## config.mk

```make
export PLATFORM = sky130hd
export DESIGN_NAME = cdt_top
export DESIGN_NICKNAME = d
export VERILOG_FILES = /design/src/rtl/cdt_pkg.sv /design/src/rtl/cdt_tick_if.sv /design/src/rtl/cdt_tick_gen.sv /design/src/rtl/cdt_detect.sv /design/src/rtl/cdt_top.sv
export SDC_FILE = /design/constraint.sdc
export NUM_CORES = 1
export LEC_CHECK = 0
export BUFFER_PORTS_ARGS = -buffer_cell sky130_fd_sc_hd__buf_2
export CORE_MARGIN = 2
export CORE_UTILIZATION = 45
export CTS_CLUSTER_SIZE = 28
export DETAILED_ROUTE_END_ITERATION = 8
export PLACE_DENSITY = 0.68
export SLEW_MARGIN = 10
export SYNTH_ARGS = -nofsm -noshare
export SYNTH_HDL_FRONTEND = slang
export SYNTH_SLANG_ARGS = --single-unit
```

## constraint.sdc

```tcl
create_clock -name clk_sys -period 2.4 [get_ports clk_sys]
set_input_delay 0.12 -clock clk_sys [delete_from_list [all_inputs] [get_ports clk_sys]]
set_output_delay 0.12 -clock clk_sys [all_outputs]
set_load 0.005 [all_outputs]
```

## src/rtl/cdt_pkg.sv

```systemverilog
// Summary of operation
// - Delay deactivation by off count ticks.
// - Emergency deactivations skip the off delay.
// - Off count zero adds no delay.
// - Sample supply good at check expiry.
// - Supply bad at expiry clears supply select.
// - Check count zero never times out.
// - Count zero: need ready start and ready.
// - Detection runs without the card clock.
// - Power down bypasses debounce, keeps presence.
// - Debounce needs 64 ms stable assertion.
// - Debounce counts the 1 kHz tick.
// - Removal clears card present at once.
// - Detect enable turns detection on, resets zero.
// - Polarity one: high means card present.
// - Pull-up enable is active low.
// - Pull-down enable one switches pull-down on.
// - Card present read-only; changes raise events.
// - Nonzero select starts activation and check timer.
// - Check timeout with bad supply raises event.
// - Ready start waits for supply good.
package cdt_pkg;
  localparam logic [15:0] CDT_ADDR_TIMERS = 16'hFE04;
  localparam logic [15:0] CDT_ADDR_CARD   = 16'hFE05;
  localparam logic [15:0] CDT_ADDR_SUPPLY = 16'hFE10;
  localparam logic [7:0]  CDT_TIMERS_RESET = 8'h0F;
  localparam logic [7:0]  CDT_CARD_RESET   = 8'h00;
  localparam int CDT_CARD_PRESENT_BIT  = 0;
  localparam int CDT_PULLDOWN_BIT      = 1;
  localparam int CDT_PULLUP_N_BIT      = 2;
  localparam int CDT_POLARITY_BIT      = 3;
  localparam int CDT_DETECT_EN_BIT     = 6;
  localparam int CDT_DEBOUNCE_BIT      = 7;
  localparam int CDT_SUP_READY_START_BIT = 4;
  localparam int CDT_SUP_SELECT_LSB    = 6;
  localparam int CDT_CLK_HZ            = 25000000;
  localparam int CDT_SLOW_HZ           = 32768;
  localparam int CDT_KEY_HZ            = 1000;
  localparam int CDT_SLOW_DIV = CDT_CLK_HZ / CDT_SLOW_HZ;
  localparam int CDT_KEY_DIV  = CDT_CLK_HZ / CDT_KEY_HZ;
  localparam int CDT_DEBOUNCE_MS       = 64;
  localparam logic [6:0] CDT_DEBOUNCE_TICKS = 7'(CDT_DEBOUNCE_MS * CDT_KEY_HZ / 1000);
  typedef enum logic [4:0]
  {
    CDT_IDLE   = 5'b00001,
    CDT_CHECK  = 5'b00010,
    CDT_WAIT   = 5'b00100,
    CDT_ON     = 5'b01000,
    CDT_OFFDLY = 5'b10000
  } cdt_state_type;
endpackage

```

## src/rtl/cdt_tick_if.sv

```systemverilog
`timescale 1ns/10ps
interface cdt_tick_if;
  logic slowTick;
  logic keyTick;
  modport source (output slowTick, output keyTick);
  modport sink (input slowTick, input keyTick);
endinterface

```

## src/rtl/cdt_tick_gen.sv

```systemverilog
`timescale 1ns/10ps
module cdt_tick_gen
  import cdt_pkg::*;
(
  // System.
  input  wire logic   clk_sys,
  input  wire logic   nrst,
  // Ticks.
  cdt_tick_if.source  ticks
);
  typedef struct packed
  {
    logic [15:0] slowCnt;
    logic [15:0] keyCnt;
    logic        slowTick;
    logic        keyTick;
  } cdt_tick_state_type;
  cdt_tick_state_type st;
  cdt_tick_state_type next_st;
  always_comb
  begin
    next_st = st;
    next_st.slowTick = 1'b0;
    next_st.keyTick = 1'b0;
    if (st.slowCnt == 16'(CDT_SLOW_DIV - 1))
    begin
      next_st.slowCnt = 16'h0000;
      next_st.slowTick = 1'b1;
    end
    else
      next_st.slowCnt = st.slowCnt + 16'h0001;
    if (st.keyCnt == 16'(CDT_KEY_DIV - 1))
    begin
      next_st.keyCnt = 16'h0000;
      next_st.keyTick = 1'b1;
    end
    else
      next_st.keyCnt = st.keyCnt + 16'h0001;
  end
  always_ff @(posedge clk_sys or negedge nrst)
    if (!nrst)
      st <= '0;
    else
      st <= next_st;
  assign ticks.slowTick = st.slowTick;
  assign ticks.keyTick = st.keyTick;
endmodule

```

## src/rtl/cdt_detect.sv

```systemverilog
`timescale 1ns/10ps
module cdt_detect
  import cdt_pkg::*;
(
  // System.
  input  wire logic   clk_sys,
  input  wire logic   nrst,
  cdt_tick_if.sink    ticks,
  // Control.
  input  wire logic   cardPin,
  input  wire logic   detectEnable,
  input  wire logic   debounceEnable,
  input  wire logic   detectPolarity,
  input  wire logic   powerDown,
  // Status.
  output logic        cardPresent,
  output logic        cardEvent
);
  typedef struct packed
  {
    logic       sync1;
    logic       sync2;
    logic       level;
    logic [6:0] count;
    logic       present;
    logic       event_;
  } cdt_det_state_type;
  cdt_det_state_type st;
  cdt_det_state_type next_st;
  logic asserted;
  // Runs on the system clock only, so a stopped card clock does not stall presence.
  always_comb
  begin
    next_st = st;
    next_st.sync1 = cardPin;
    next_st.sync2 = st.sync1;
    next_st.level = st.sync2;
    next_st.event_ = 1'b0;
    asserted = detectEnable && (st.sync2 == detectPolarity);
    if (st.sync2 != st.level)
      next_st.count = 7'h00;
    else if (ticks.keyTick && st.count != CDT_DEBOUNCE_TICKS)
      next_st.count = st.count + 7'h01;
    if (!asserted)
      next_st.present = 1'b0;
    else if (!debounceEnable || powerDown)
      next_st.present = 1'b1;
    else if (st.count == CDT_DEBOUNCE_TICKS && st.sync2 == st.level)
      next_st.present = 1'b1;
    if (next_st.present != st.present)
      next_st.event_ = 1'b1;
  end
  always_ff @(posedge clk_sys or negedge nrst)
    if (!nrst)
      st <= '0;
    else
      st <= next_st;
  assign cardPresent = st.present;
  assign cardEvent = st.event_;
endmodule

```

## src/rtl/cdt_top.sv

```systemverilog
// Strobed register access was left to the implementer.
`timescale 1ns/10ps
module cdt_top
  import cdt_pkg::*;
(
  // System.
  input  wire logic        clk_sys,
  input  wire logic        nrst,
  // Register port.
  input  wire logic [15:0] regAddr,
  input  wire logic [7:0]  regWdata,
  input  wire logic        regWrite,
  input  wire logic        regRead,
  output logic      [7:0]  regRdata,
  // Card detect pin and pad controls.
  input  wire logic        card_detect_pin,
  output logic             pullupEnableN,
  output logic             pulldownEnable,
  // Supply supervision.
  input  wire logic        supply_good,
  input  wire logic        readyIn,
  input  wire logic        core_supply_fault,
  input  wire logic        power_down,
  output logic      [1:0]  supplySelect,
  output logic             activationGo,
  output logic             deactivateStart,
  output logic             cardEvent
);
  typedef struct packed
  {
    logic [7:0]    timers;
    logic [7:0]    card;
    logic [1:0]    select;
    logic          readyStart;
    cdt_state_type state;
    logic [3:0]    tickCnt;
    logic          readyPrev;
    logic          go;
    logic          deact;
    logic          event_;
    logic [7:0]    rdata;
  } cdt_top_state_type;
  cdt_top_state_type st;
  cdt_top_state_type next_st;
  logic cardPresent;
  logic detEvent;
  cdt_tick_if tickBus ();
  cdt_tick_gen u_ticks
  (
    .clk_sys (clk_sys),
    .nrst    (nrst),
    .ticks   (tickBus)
  );
  cdt_detect u_detect
  (
    .clk_sys        (clk_sys),
    .nrst           (nrst),
    .ticks          (tickBus),
    .cardPin        (card_detect_pin),
    .detectEnable   (st.card[CDT_DETECT_EN_BIT]),
    .debounceEnable (st.card[CDT_DEBOUNCE_BIT]),
    .detectPolarity (st.card[CDT_POLARITY_BIT]),
    .powerDown      (power_down),
    .cardPresent    (cardPresent),
    .cardEvent      (detEvent)
  );
  //////////////////////////////////////////////////////////////////////////////
  always_comb
  begin
    next_st = st;
    next_st.go = 1'b0;
    next_st.deact = 1'b0;
    next_st.event_ = detEvent;
    next_st.readyPrev = readyIn;
    next_st.rdata = 8'h00;
    if (regRead)
    begin
      if (regAddr == CDT_ADDR_TIMERS)
        next_st.rdata = st.timers;
      else if (regAddr == CDT_ADDR_CARD)
        next_st.rdata = {st.card[7:6], 2'b00, st.card[3:1], cardPresent};
      else if (regAddr == CDT_ADDR_SUPPLY)
        next_st.rdata = {st.select, ~core_supply_fault, st.readyStart, supply_good, 3'b000};
    end
    // Software is expected to set the other card bits before detect enable.
    if (regWrite && regAddr == CDT_ADDR_TIMERS)
      next_st.timers = regWdata;
    if (regWrite && regAddr == CDT_ADDR_CARD)
      next_st.card = {regWdata[7:6], 2'b00, regWdata[3:1], 1'b0};
    if (regWrite && regAddr == CDT_ADDR_SUPPLY)
    begin
      next_st.select = regWdata[CDT_SUP_SELECT_LSB +: 2];
      next_st.readyStart = regWdata[CDT_SUP_READY_START_BIT];
    end
    case (st.state)
      CDT_IDLE:
        if (next_st.select != 2'b00)
        begin
          next_st.tickCnt = 4'h0;
          next_st.state = CDT_CHECK;
        end
      CDT_CHECK:
        if (next_st.select == 2'b00)
          next_st.state = CDT_IDLE;
        else if (st.timers[3:0] == 4'h0)
        begin
          // A zero count never expires; only ready start with ready rising proceeds.
          if (st.readyStart && readyIn && !st.readyPrev && supply_good)
          begin
            next_st.go = 1'b1;
            next_st.state = CDT_ON;
          end
        end
        else if (st.readyStart && supply_good)
        begin
          next_st.go = 1'b1;
          next_st.state = CDT_ON;
        end
        else if (tickBus.keyTick == 1'b0 && tickBus.slowTick)
        begin
          if (st.tickCnt + 4'h1 == st.timers[3:0])
          begin
            if (supply_good)
            begin
              next_st.go = 1'b1;
              next_st.state = CDT_ON;
            end
            else
            begin
              next_st.select = 2'b00;
              next_st.event_ = 1'b1;
              next_st.deact = 1'b1;
              next_st.state = CDT_IDLE;
            end
          end
          else
            next_st.tickCnt = st.tickCnt + 4'h1;
        end
      CDT_ON:
        if (next_st.select == 2'b00)
        begin
          next_st.tickCnt = 4'h0;
          if (st.timers[7:4] == 4'h0)
          begin
            next_st.deact = 1'b1;
            next_st.state = CDT_IDLE;
          end
          else
            next_st.state = CDT_OFFDLY;
        end
      CDT_OFFDLY:
        if (tickBus.slowTick)
        begin
          if (st.tickCnt + 4'h1 == st.timers[7:4])
          begin
            next_st.deact = 1'b1;
            next_st.state = CDT_IDLE;
          end
          else
            next_st.tickCnt = st.tickCnt + 4'h1;
        end
      default:
        next_st.state = CDT_IDLE;
    endcase
    // Emergencies win over any programmed delay and any software select write, except in idle where they are not applied.
    if ((core_supply_fault || detEvent) && st.state != CDT_IDLE)
    begin
      next_st.select = 2'b00;
      next_st.deact = 1'b1;
      next_st.state = CDT_IDLE;
    end
  end
  always_ff @(posedge clk_sys or negedge nrst)
    if (!nrst)
    begin
      st <= '0;
      st.timers <= CDT_TIMERS_RESET;
      st.card <= CDT_CARD_RESET;
      st.state <= CDT_IDLE;
    end
    else
      st <= next_st;
  //////////////////////////////////////////////////////////////////////////////
  assign regRdata = st.rdata;
  assign pullupEnableN = st.card[CDT_PULLUP_N_BIT];
  assign pulldownEnable = st.card[CDT_PULLDOWN_BIT];
  assign supplySelect = st.select;
  assign activationGo = st.go;
  assign deactivateStart = st.deact;
  assign cardEvent = st.event_;
endmodule

```

==> results of run 1 <==
worst max path at each step:
stage,endpoint,slack [ns]
6_report,st[15],0.13
5_1_grt,st[15],0.003
4_1_cts,st[15],0.10
3_5_place_dp,st[15],0.12
3_3_place_gp,st[15],0.17
2_1_floorplan,st[15],0.19
stage by stage:
stage	util (%)	worst slack [ns]	hold slack [ns]
finish	53.5	0.131	0.0211
global route	53.5	0.00339	0.0117
CTS	53.5	0.103	0.00759
detailed placement	50.1	0.117	0.230
global placement	50.1	0.170	0.230
floorplan	-	0.188	-0.176
sequential cells by signal (all words and copies together) (netlist names), 2 cells and up:
name	flops
regRdata	8
supplySelect	2
u_ticks.st	32
u_detect.st	8
u_detect.next_st	2
st	21
where the power goes:
group          switching [W]  leakage [nW]  total [W]  internal, W
clock               0.000534         0.106    0.00113     0.000592
combinational      0.0000752          1.06   0.000132    0.0000567
sequential        0.00000953          1.09    0.00140      0.00139
area by class of cell:
cell class                 count  share of cell area (%)
clock buffer                   9                    2.64
clock inverter                 7                    2.16
inverter                      12                   0.960
multi-input combinational    267                    39.8
sequential                    82                    43.9
tap                          108                    2.88
timing repair buffer          61                    7.73
repair_timing:
item | CTS | global route
endpoints found under the setup margin | 0 | 1
buffers inserted | 0 | 0
gates resized for setup | 0 | 1
endpoints found under the hold margin | 86 | 0
hold buffers | 8 | 0
logic make-up (layout without fill, tap and decap cells):
group	count (synthesis)	after routing	share of synthesized area [%]
fa+ha+maj	6	6	1.84
flops	82	82	50.4
simple gates	154	154	19.9
xor+xnor	47	47	10.8
buf+inv	29	89	3.89
compound gates	36	36	6.71
mux	24	24	6.47
layout by cell type (no fill, tap or decap), types with 3 or more instances in the layout:
master / n
nor3_1: 6
buf_4: 7
buf_2: 46
dfstp_2: 5
xnor2_1: 18
mux2i_1: 5
xor2_1: 27
nand4_1: 9
dfrtp_1: 77
inv_1: 12
a22oi_1: 5
nor2_1: 48
nand3_1: 17
and2_1: 3
and3_1: 10
o21ai_0: 4
ha_1: 6
clkbuf_8: 9
a21oi_1: 4
or4_1: 4
nor4_1: 5
mux2_2: 17
nand2_1: 25
nor2b_1: 7
nand3b_1: 3
o211ai_1: 4
dlygate4sd3_1: 8
per-layer routing:
layer / track usage, % / part of all wire (%) / routed length, microns / vias up
li1: - / - / - / 1435
met1: 23.5 / 47 / 3840 / 1415
met2: 28.2 / 46 / 3740 / 73
met3: 5.06 / 5.7 / 468 / 12
met4: 6.95 / 1.5 / 119 / 0
met5: 0 / 0 / 0 / -
==> results.md, run 1 <==
- HP Start: regWdata[4]
- Reg2Reg Depth: 7
- Total negative slack: 0 ns
- Drt pass-1 iters: 4
- CP max stage delay: approximately 0.46 ns
- Starting density of the core: 46.6%
- Gpl congestion: approximately 0.9
- Yosys warns: 0
- EDFF count, synth: 0
- CTS tree: yes
- Ports: 48
- Site row count: 34
- Synthesized cell area: slightly above 4000 sq um
- I/O Buffers: 47
- Slowest CP cell: or4_1
- Placement Cell Area: around 4400 sq um
- Post-synthesis async set-or-reset flop share: 100%
- CP Launch Point: st[12]
- Max_cap viols: 0
- Register area: just over 2000 sq um
- Max Freq: between 400 and 500 MHz
- CP top delay family: simple AND/OR/NAND/NOR gates
- Root buf cell: clkbuf_8
- Type of the most critical hold path: primary input to flip-flop
- Via density: between 5 and 6
- Final setup fails: 0
- Setup CP Type: flip-flop to flip-flop
- Main synth FF type: dfrtp_1
- Final worst-path cycle share: between 90% and 100%
- Post-DP HPWL: 6010 microns
- Most common cell in the synthesized netlist: dfrtp_1
- Levels on crit path: 7
- Mapped Cells: between 300 and 400
- Clk_skew: roughly 0.012 ns
- Residual DRC count: 0
- CP Launch Type: flip-flop
- Buf+Inv Stages, Crit Path: 0
- Finished Layout Cells: 546
- Pins over their slew limit: 0
- WHS Path Cells: 2
- Antenna cell count: 0
- Pleak: 2.25 nW
- Area share of the largest cell type after synthesis: between 40% and 50%
- Avg WL per Cell: between 10 and 15 microns
- Mapped Avg Cell Area: between 10 and 15 sq um
- Capturing point of the worst reg2reg path: st[15]
- Htree depth: 3
- Core area: 8760 sq um
- Yosys reg bits: ~80
- Area leader, netlist: dfrtp_1
- Hold Fails Final Rpt: 0
- Synth unique cells: 56
- Post-Route WL: 8170 microns
- Syn nets: ~420
- Crit path capture type: flip-flop
- Clock tree sinks: between 80 and 90
- Hold EP: st[21]
- Pin count of the biggest net entering global routing: 83
- Antenna viol nets, final: 0
- Clock Latency Late Sink: 0.37 ns
- Post-layout minimum cycle time: 2.27 ns
- Die W: 99.3 microns
- Slew headroom: roughly a third
- RSZ-0062 raised after global routing: false
- CTS Buf Count: 9
- Area taken by multi-input logic gates: ~1900 sq um
- Setup slack, reg-to-reg: roughly 0.13 ns
- Synth top area cells: dfrtp_1, xor2_1, mux2_2
- Initial antenna violation count: 0
- Share of layout cells above drive strength 1: between 20% and 30%
- Synth top cells by count: dfrtp_1, nor2_1, xor2_1
- Power Total: 0.00266 W
- IR drop worst, VDD: 0.367 mV
- Clock transition at path regs: approximately 0.090 ns
- Die Area: 9850 sq um
- All-Layer GR Usage: about 18%
- Die height: around 99 microns
- Dpl cells: between 500 and 600
- Cells along the critical path: ha_1, xnor2_1, xor2_1, a311o_1, and3_4, or4_1, a22o_1
- Grt total ovfl: 0
- PwrDens: between 500 and 600 nW/um^2
- Reg-to-Reg Start: st[12]
- Nets@finish: about 470
- Status: finished, final reports clean
- Least-Margin Pin Slew: just over 1 ns
- Drt initial violations: around 160
- Worst path required time: 2.66 ns
- P&R area growth vs syn: 14.9%
- Fillers: 804
- Post-synthesis sequential area ratio: roughly half
- Longest Clk Path Bufs: 2
- Global-route wire length before repair: between 10,000 and 15,000 microns
- Vias in the first global route: 2,944
- Post-route cell area: 4690 sq um
- Worst Path Max Fanout: 4
- Vias: ~3,000
- Crit path DAT: 2.53 ns
Power figures use the tool's default switching activity.
==> run 2, diff against run 1 <==
--- a/config.mk
+++ b/config.mk
@@ -6,11 +6,12 @@
 export NUM_CORES = 1
 export LEC_CHECK = 0
 export BUFFER_PORTS_ARGS = -buffer_cell sky130_fd_sc_hd__buf_2
+export CORE_ASPECT_RATIO = 1.5
 export CORE_MARGIN = 2
-export CORE_UTILIZATION = 45
+export CORE_UTILIZATION = 52
 export CTS_CLUSTER_SIZE = 28
 export DETAILED_ROUTE_END_ITERATION = 8
-export PLACE_DENSITY = 0.68
+export PLACE_DENSITY = 0.76
 export SLEW_MARGIN = 10
 export SYNTH_ARGS = -nofsm -noshare
 export SYNTH_HDL_FRONTEND = slang
==> run 2 against run 1 <==
Net effect: final area is 0.51% higher; utilization up 8.4 points; power up 9.1%; worst setup slack got worse by 0.025 ns; clock-buffer cell count rose by 3; critical path depth is the same; global-route usage increased by 2.7 points; largest power group unchanged; register-to-register slack got worse by 0.03 ns; sequential power about the same; clock skew down 0.0090 ns.
==> results.md, run 2 (synthesis gave the netlist of run 1 again) <==
- Clock tree sinks: 82
- Worst path required time: approximately 2.6 ns
- Initial antenna violation count: 0
- Setup CP Type: flip-flop to flip-flop
- Residual DRC count: 0
- Crit path DAT: roughly 2.5 ns
- Pin count of the biggest net entering global routing: 83
- Avg WL per Cell: ~15 microns
- Postcts setup bufs: 0
- RSZ-0062 raised after global routing: false
- Site row count: 39
- Max reg flops: 32
- Die Area: roughly 8600 sq um
- Fillers: around 650
- CTS Buf Count: 9
- Drt pass-1 iters: 4
- Max_cap viols: 0
- Register area: between 2000 and 2500 sq um
- Die W: ~76 microns
- Worst Path Max Fanout: 5
- Status: finished, final reports clean
- Via density: around 5.5
- Htree depth: 3
- Least-Margin Pin Slew: ~1 ns
- Slew headroom: 34.3%
- P&R area growth vs syn: 15.5%
- Gpl congestion: roughly 0.86
- All-Layer GR Usage: 20.6%
- Die height: between 100 and 150 microns
- Final worst-path cycle share: between 90% and 100%
- Vias in the first global route: around 3,100
- Clock transition at path regs: ~0.06 ns
- Starting density of the core: a little over half
- PwrDens: a little over 600 nW/um^2
- Final setup fails: 0
- Type of the most critical hold path: primary input to flip-flop
- Core area: 7610 sq um
- Antenna cell count: 0
- Clock Latency Late Sink: around 0.33 ns
- Hold Fails Final Rpt: 0
- CP Launch Type: flip-flop
- Nets@finish: 466
- IR drop worst, VDD: 0.528 mV
- Share of layout cells above drive strength 1: between 20% and 30%
- Root buf cell: clkbuf_16
- Crit path capture type: flip-flop
- Post-layout minimum cycle time: approximately 2.3 ns
- Longest Clk Path Bufs: 2
- Clk_skew: roughly 0.0027 ns
- I/O Buffers: 47
- CTS tree: yes
- Power Total: just under 0.003 W
- Post-Route WL: about 8100 microns
- Ports: between 40 and 50
- Top Registers: u_ticks.st: 32 flops, st: 21 flops
- Max Freq: about 440 MHz
- Global-route wire length before repair: between 10,000 and 15,000 microns
- Area taken by multi-input logic gates: 1870 sq um
- Most frequent cells in the layout: dfrtp_1, nor2_1, buf_2
- Most common cell after layout, fill and taps aside: dfrtp_1
- Antenna viol nets, final: 0
- Vias: 2,937
- Pins over their slew limit: 0
- Pleak: ~2.3 nW
- Drt initial violations: ~130
- Largest Register: u_ticks.st
- Grt total ovfl: 0
- Post-DP HPWL: between 6000 and 7000 microns
- Total negative slack: 0 ns
run 2: cell types whose count changed in the layout (fill, tap and decap cells not counted), sizes merged:
cell         previous run  this run
dlygate4sd3             8         3
clkbuf                  9        12
buf                    53        52
bufinv                  2         1
clkinv                  2         1
inv                    13        12
run 2: area by class of cell:
type | count | share of cell area [%]
clock buffer | 12 | 5.44
clock inverter | 4 | 1.06
multi-input combinational | 267 | 39.7
sequential | 82 | 43.6
timing repair buffer | 55 | 6.47
inverter | 12 | 0.955
tap | 102 | 2.71
run 2: timing repair:
action | CTS | global route
resized for setup | 0 | 2
hold buffers | 3 | 0
endpoints found under the setup margin | 0 | 2
endpoints found under the hold margin | 57 | 0
run 2: final timing paths:
| kind | cells past startpoint | to | from | slack, ns |
|---|---|---|---|---|
| min in group asynchronous | 2 | st[17] | nrst | 0.48 |
| worst max register to register | 7 | st[15] | st[12] | 0.11 |
| max in group asynchronous | 2 | u_ticks.st[26] | nrst | 1.27 |
| worst min register to register | 0 | u_detect.next_st[9] | u_detect.next_st[10] | 0.35 |
| worst max-delay path | 7 | st[15] | st[12] | 0.11 |
| worst min-delay path | 2 | st[34] | regWdata[2] | 0.03 |
run 2: worst max-delay path: stages (launching register included):
cell	delay, ns
dfrtp_1	0.42
ha_1	0.38
xor2_1	0.17
nor2_1	0.08
a311o_1	0.31
and3_4	0.18
or4_1	0.46
a22o_1	0.18
run 2: power breakdown:
group	internal (W)	switching [W]
clock network	0.000860	0.000511
registers	0.00140	0.0000110
logic	0.0000496	0.0000754
total	0.00231	0.000597
run 2: routing by layer:
metal / wire (microns) / up-vias / GRT usage, %
met4: 293 / 0 / 12.2
met2: 4320 / 68 / 36.3
li1: - / 1414 / -
met3: 283 / 21 / 4.10
met5: 0 / - / 0
met1: 3250 / 1434 / 23.0
run 2: per-stage QoR:
stage	util (%)	cell area (sq um)	hold slack, ns	worst slack, ns	instances
floorplan	-	4080	-0.176	0.188	378
global placement	57.4	4370	0.234	0.0798	515
detailed placement	57.4	4370	0.232	0.0582	515
CTS	61.9	4710	0.0241	0.0695	534
global route	61.9	4720	0.0300	0.00550	534
finish	61.9	4720	0.0328	0.105	534
==> run 3, diff against run 2 <==
--- a/config.mk
+++ b/config.mk
@@ -8,11 +8,13 @@
 export BUFFER_PORTS_ARGS = -buffer_cell sky130_fd_sc_hd__buf_2
 export CORE_ASPECT_RATIO = 1.5
 export CORE_MARGIN = 2
-export CORE_UTILIZATION = 52
+export CORE_UTILIZATION = 45
 export CTS_CLUSTER_SIZE = 28
 export DETAILED_ROUTE_END_ITERATION = 8
-export PLACE_DENSITY = 0.76
+export PLACE_DENSITY = 0.68
+export SETUP_SLACK_MARGIN = 0.15
 export SLEW_MARGIN = 10
 export SYNTH_ARGS = -nofsm -noshare
 export SYNTH_HDL_FRONTEND = slang
 export SYNTH_SLANG_ARGS = --single-unit
+export TNS_END_PERCENT = 1
==> run 3 against run 2 <==
Net effect: cell count grew 2.1%; critical path type unchanged; critical endpoint unchanged; largest power group unchanged; worst setup slack gained 0.070 ns; die area grew 15%; power shrank 0.48%.
==> results.md, run 3 (synthesis gave the netlist of run 1 again) <==
- Grt total ovfl: 0
- Least-Margin Pin Slew: a little under 0.7 ns
- CP endpoint: st[15]
- Antenna viol nets, final: 0
- Clock transition at path regs: ~0.06 ns
- Most frequent cells in the layout: dfrtp_1, nor2_1, buf_2
- Max reg flops: 32
- Core area: between 8000 and 9000 sq um
- Crit path capture type: flip-flop
- Root buf cell: clkbuf_16
- I/O Buffers: 47
- Longest Clk Path Bufs: 2
- Starting density of the core: roughly 46%
- Drt pass-1 iters: 4
- Most common cell after layout, fill and taps aside: dfrtp_1
- All-Layer GR Usage: between 10% and 20%
- Max_cap viols: 0
- Type of the most critical hold path: primary input to flip-flop
- Die height: around 120 microns
- Clk_skew: around 0.0096 ns
- P&R area growth vs syn: 17.1%
- Total negative slack: 0 ns
- Setup CP Type: flip-flop to flip-flop
- Final worst-path cycle share: between 90% and 100%
- Top Registers: u_ticks.st: 32 flops, st: 21 flops
- CTS tree: yes
- HP Start: regWdata[5]
- Post-Route WL: around 8500 microns
- Reg-to-Reg Start: st[12]
- PwrDens: approximately 600 nW/um^2
- Clock tree sinks: 82
- Largest Register: u_ticks.st
- Ports: 48
- Nets@finish: about 470
- Max Freq: 449 MHz
- Status: finished, final reports clean
- Post-DP HPWL: just over 6000 microns
- Die Area: 9870 sq um
- Worst Path Max Fanout: 4
- Avg WL per Cell: 15.7 microns
- CP Launch Point: st[12]
- Pin count of the biggest net entering global routing: 43
- Global-route wire length before repair: 14,100 microns
- Gpl congestion: between 0.9 and 1
- Setup slack, reg-to-reg: approximately 0.18 ns
- Share of layout cells above drive strength 1: roughly a quarter
- Fillers: 786
- Die W: slightly above 80 microns
- Vias: 2,967
- Site row count: between 40 and 50
- Via density: between 5 and 6
- Hold Fails Final Rpt: 0
- Residual DRC count: 0
- Vias in the first global route: roughly 3,100
- RSZ-0062 raised after global routing: true
- IR drop worst, VDD: between 0.3 and 0.4 mV
- Post-layout minimum cycle time: 2.22 ns
- Antenna cell count: 0
- Final setup fails: 0
- Pins over their slew limit: 0
- Power Total: roughly 0.0029 W
- CP Launch Type: flip-flop
- Initial antenna violation count: 0
- Htree depth: 3
- Clock Latency Late Sink: around 0.34 ns
- CTS Buf Count: 9
- Crit path DAT: 2.45 ns
- Pleak: 2.28 nW
- Worst path required time: approximately 2.6 ns
- Reg2Reg Depth: 7
- Slew headroom: between 50% and 60%
- Drt initial violations: roughly 160
- Capturing point of the worst reg2reg path: st[15]
run 3: cell types whose count changed in the layout (fill, tap and decap cells not counted), sizes merged:
| cell | before | now |
|---|---|---|
| clkinvlp | 2 | 1 |
| buf | 52 | 55 |
| clkbuf | 12 | 11 |
| clkinv | 1 | 3 |
run 3: report_power, final:
part | total, W | internal, W | switching, W
Combinational | 0.000139 | 0.0000598 | 0.0000793
Sequential | 0.00141 | 0.00140 | 0.0000135
Clock | 0.00134 | 0.000804 | 0.000537
Total | 0.00289 | 0.00226 | 0.000629
run 3: per-layer routing:
metal	GRT usage (%)	routed length (microns)	up-vias
li1	-	-	1420
met4	10.3	313	0
met3	3.43	267	22
met5	0	0	-
met2	33.2	4660	67
met1	20.6	3300	1458
run 3: final cells by class:
class,instances,area (sq um),area share [%]
Sequential cell,82,2060,43.1
Multi-Input combinational cell,267,1910,39.9
Timing Repair Buffer,58,340,7.12
Clock buffer,11,233,4.87
Tap cell,110,138,2.88
Clock inverter,5,56.3,1.18
Inverter,12,45.0,0.942
run 3: worst min-delay path by stage:
stage | endpoint | slack (ns) | cells past startpoint
finish | st[37] | 0.02 | 2
global route | st[37] | 0.02 | 2
CTS | st[37] | 0.01 | 2
detailed placement | st[20] | 0.14 | 1
global placement | st[20] | 0.13 | 1
floorplan | activationGo | -0.18 | 0
run 3: critical path: stages, from the launching register on:
cell,delay [ns]
dfrtp_2,0.45
ha_4,0.19
xnor2_2,0.20
xor2_1,0.12
a311o_1,0.37
and3_4,0.19
or4_1,0.39
a22o_1,0.20
run 3: through the flow:
stage | util [%] | instance area, sq um | setup WS, ns | hold WS (ns) | cells
2_1_floorplan | - | 4080 | 0.188 | -0.176 | 378
3_3_place_gp | 49.8 | 4390 | 0.134 | 0.131 | 523
3_5_place_dp | 49.8 | 4390 | 0.0858 | 0.136 | 523
4_1_cts | 53.6 | 4730 | 0.127 | 0.0139 | 542
5_1_grt | 54.2 | 4780 | 0.0986 | 0.0205 | 545
6_report | 54.2 | 4780 | 0.175 | 0.0201 | 545
run 3: timing repair:
item	in CTS	in global routing
endpoints found under the setup margin	4	5
resized for setup	3	6
buffers inserted	0	3
endpoints found under the hold margin	41	0
hold buffers	3	0
cloned	0	0
pin swaps	0	5
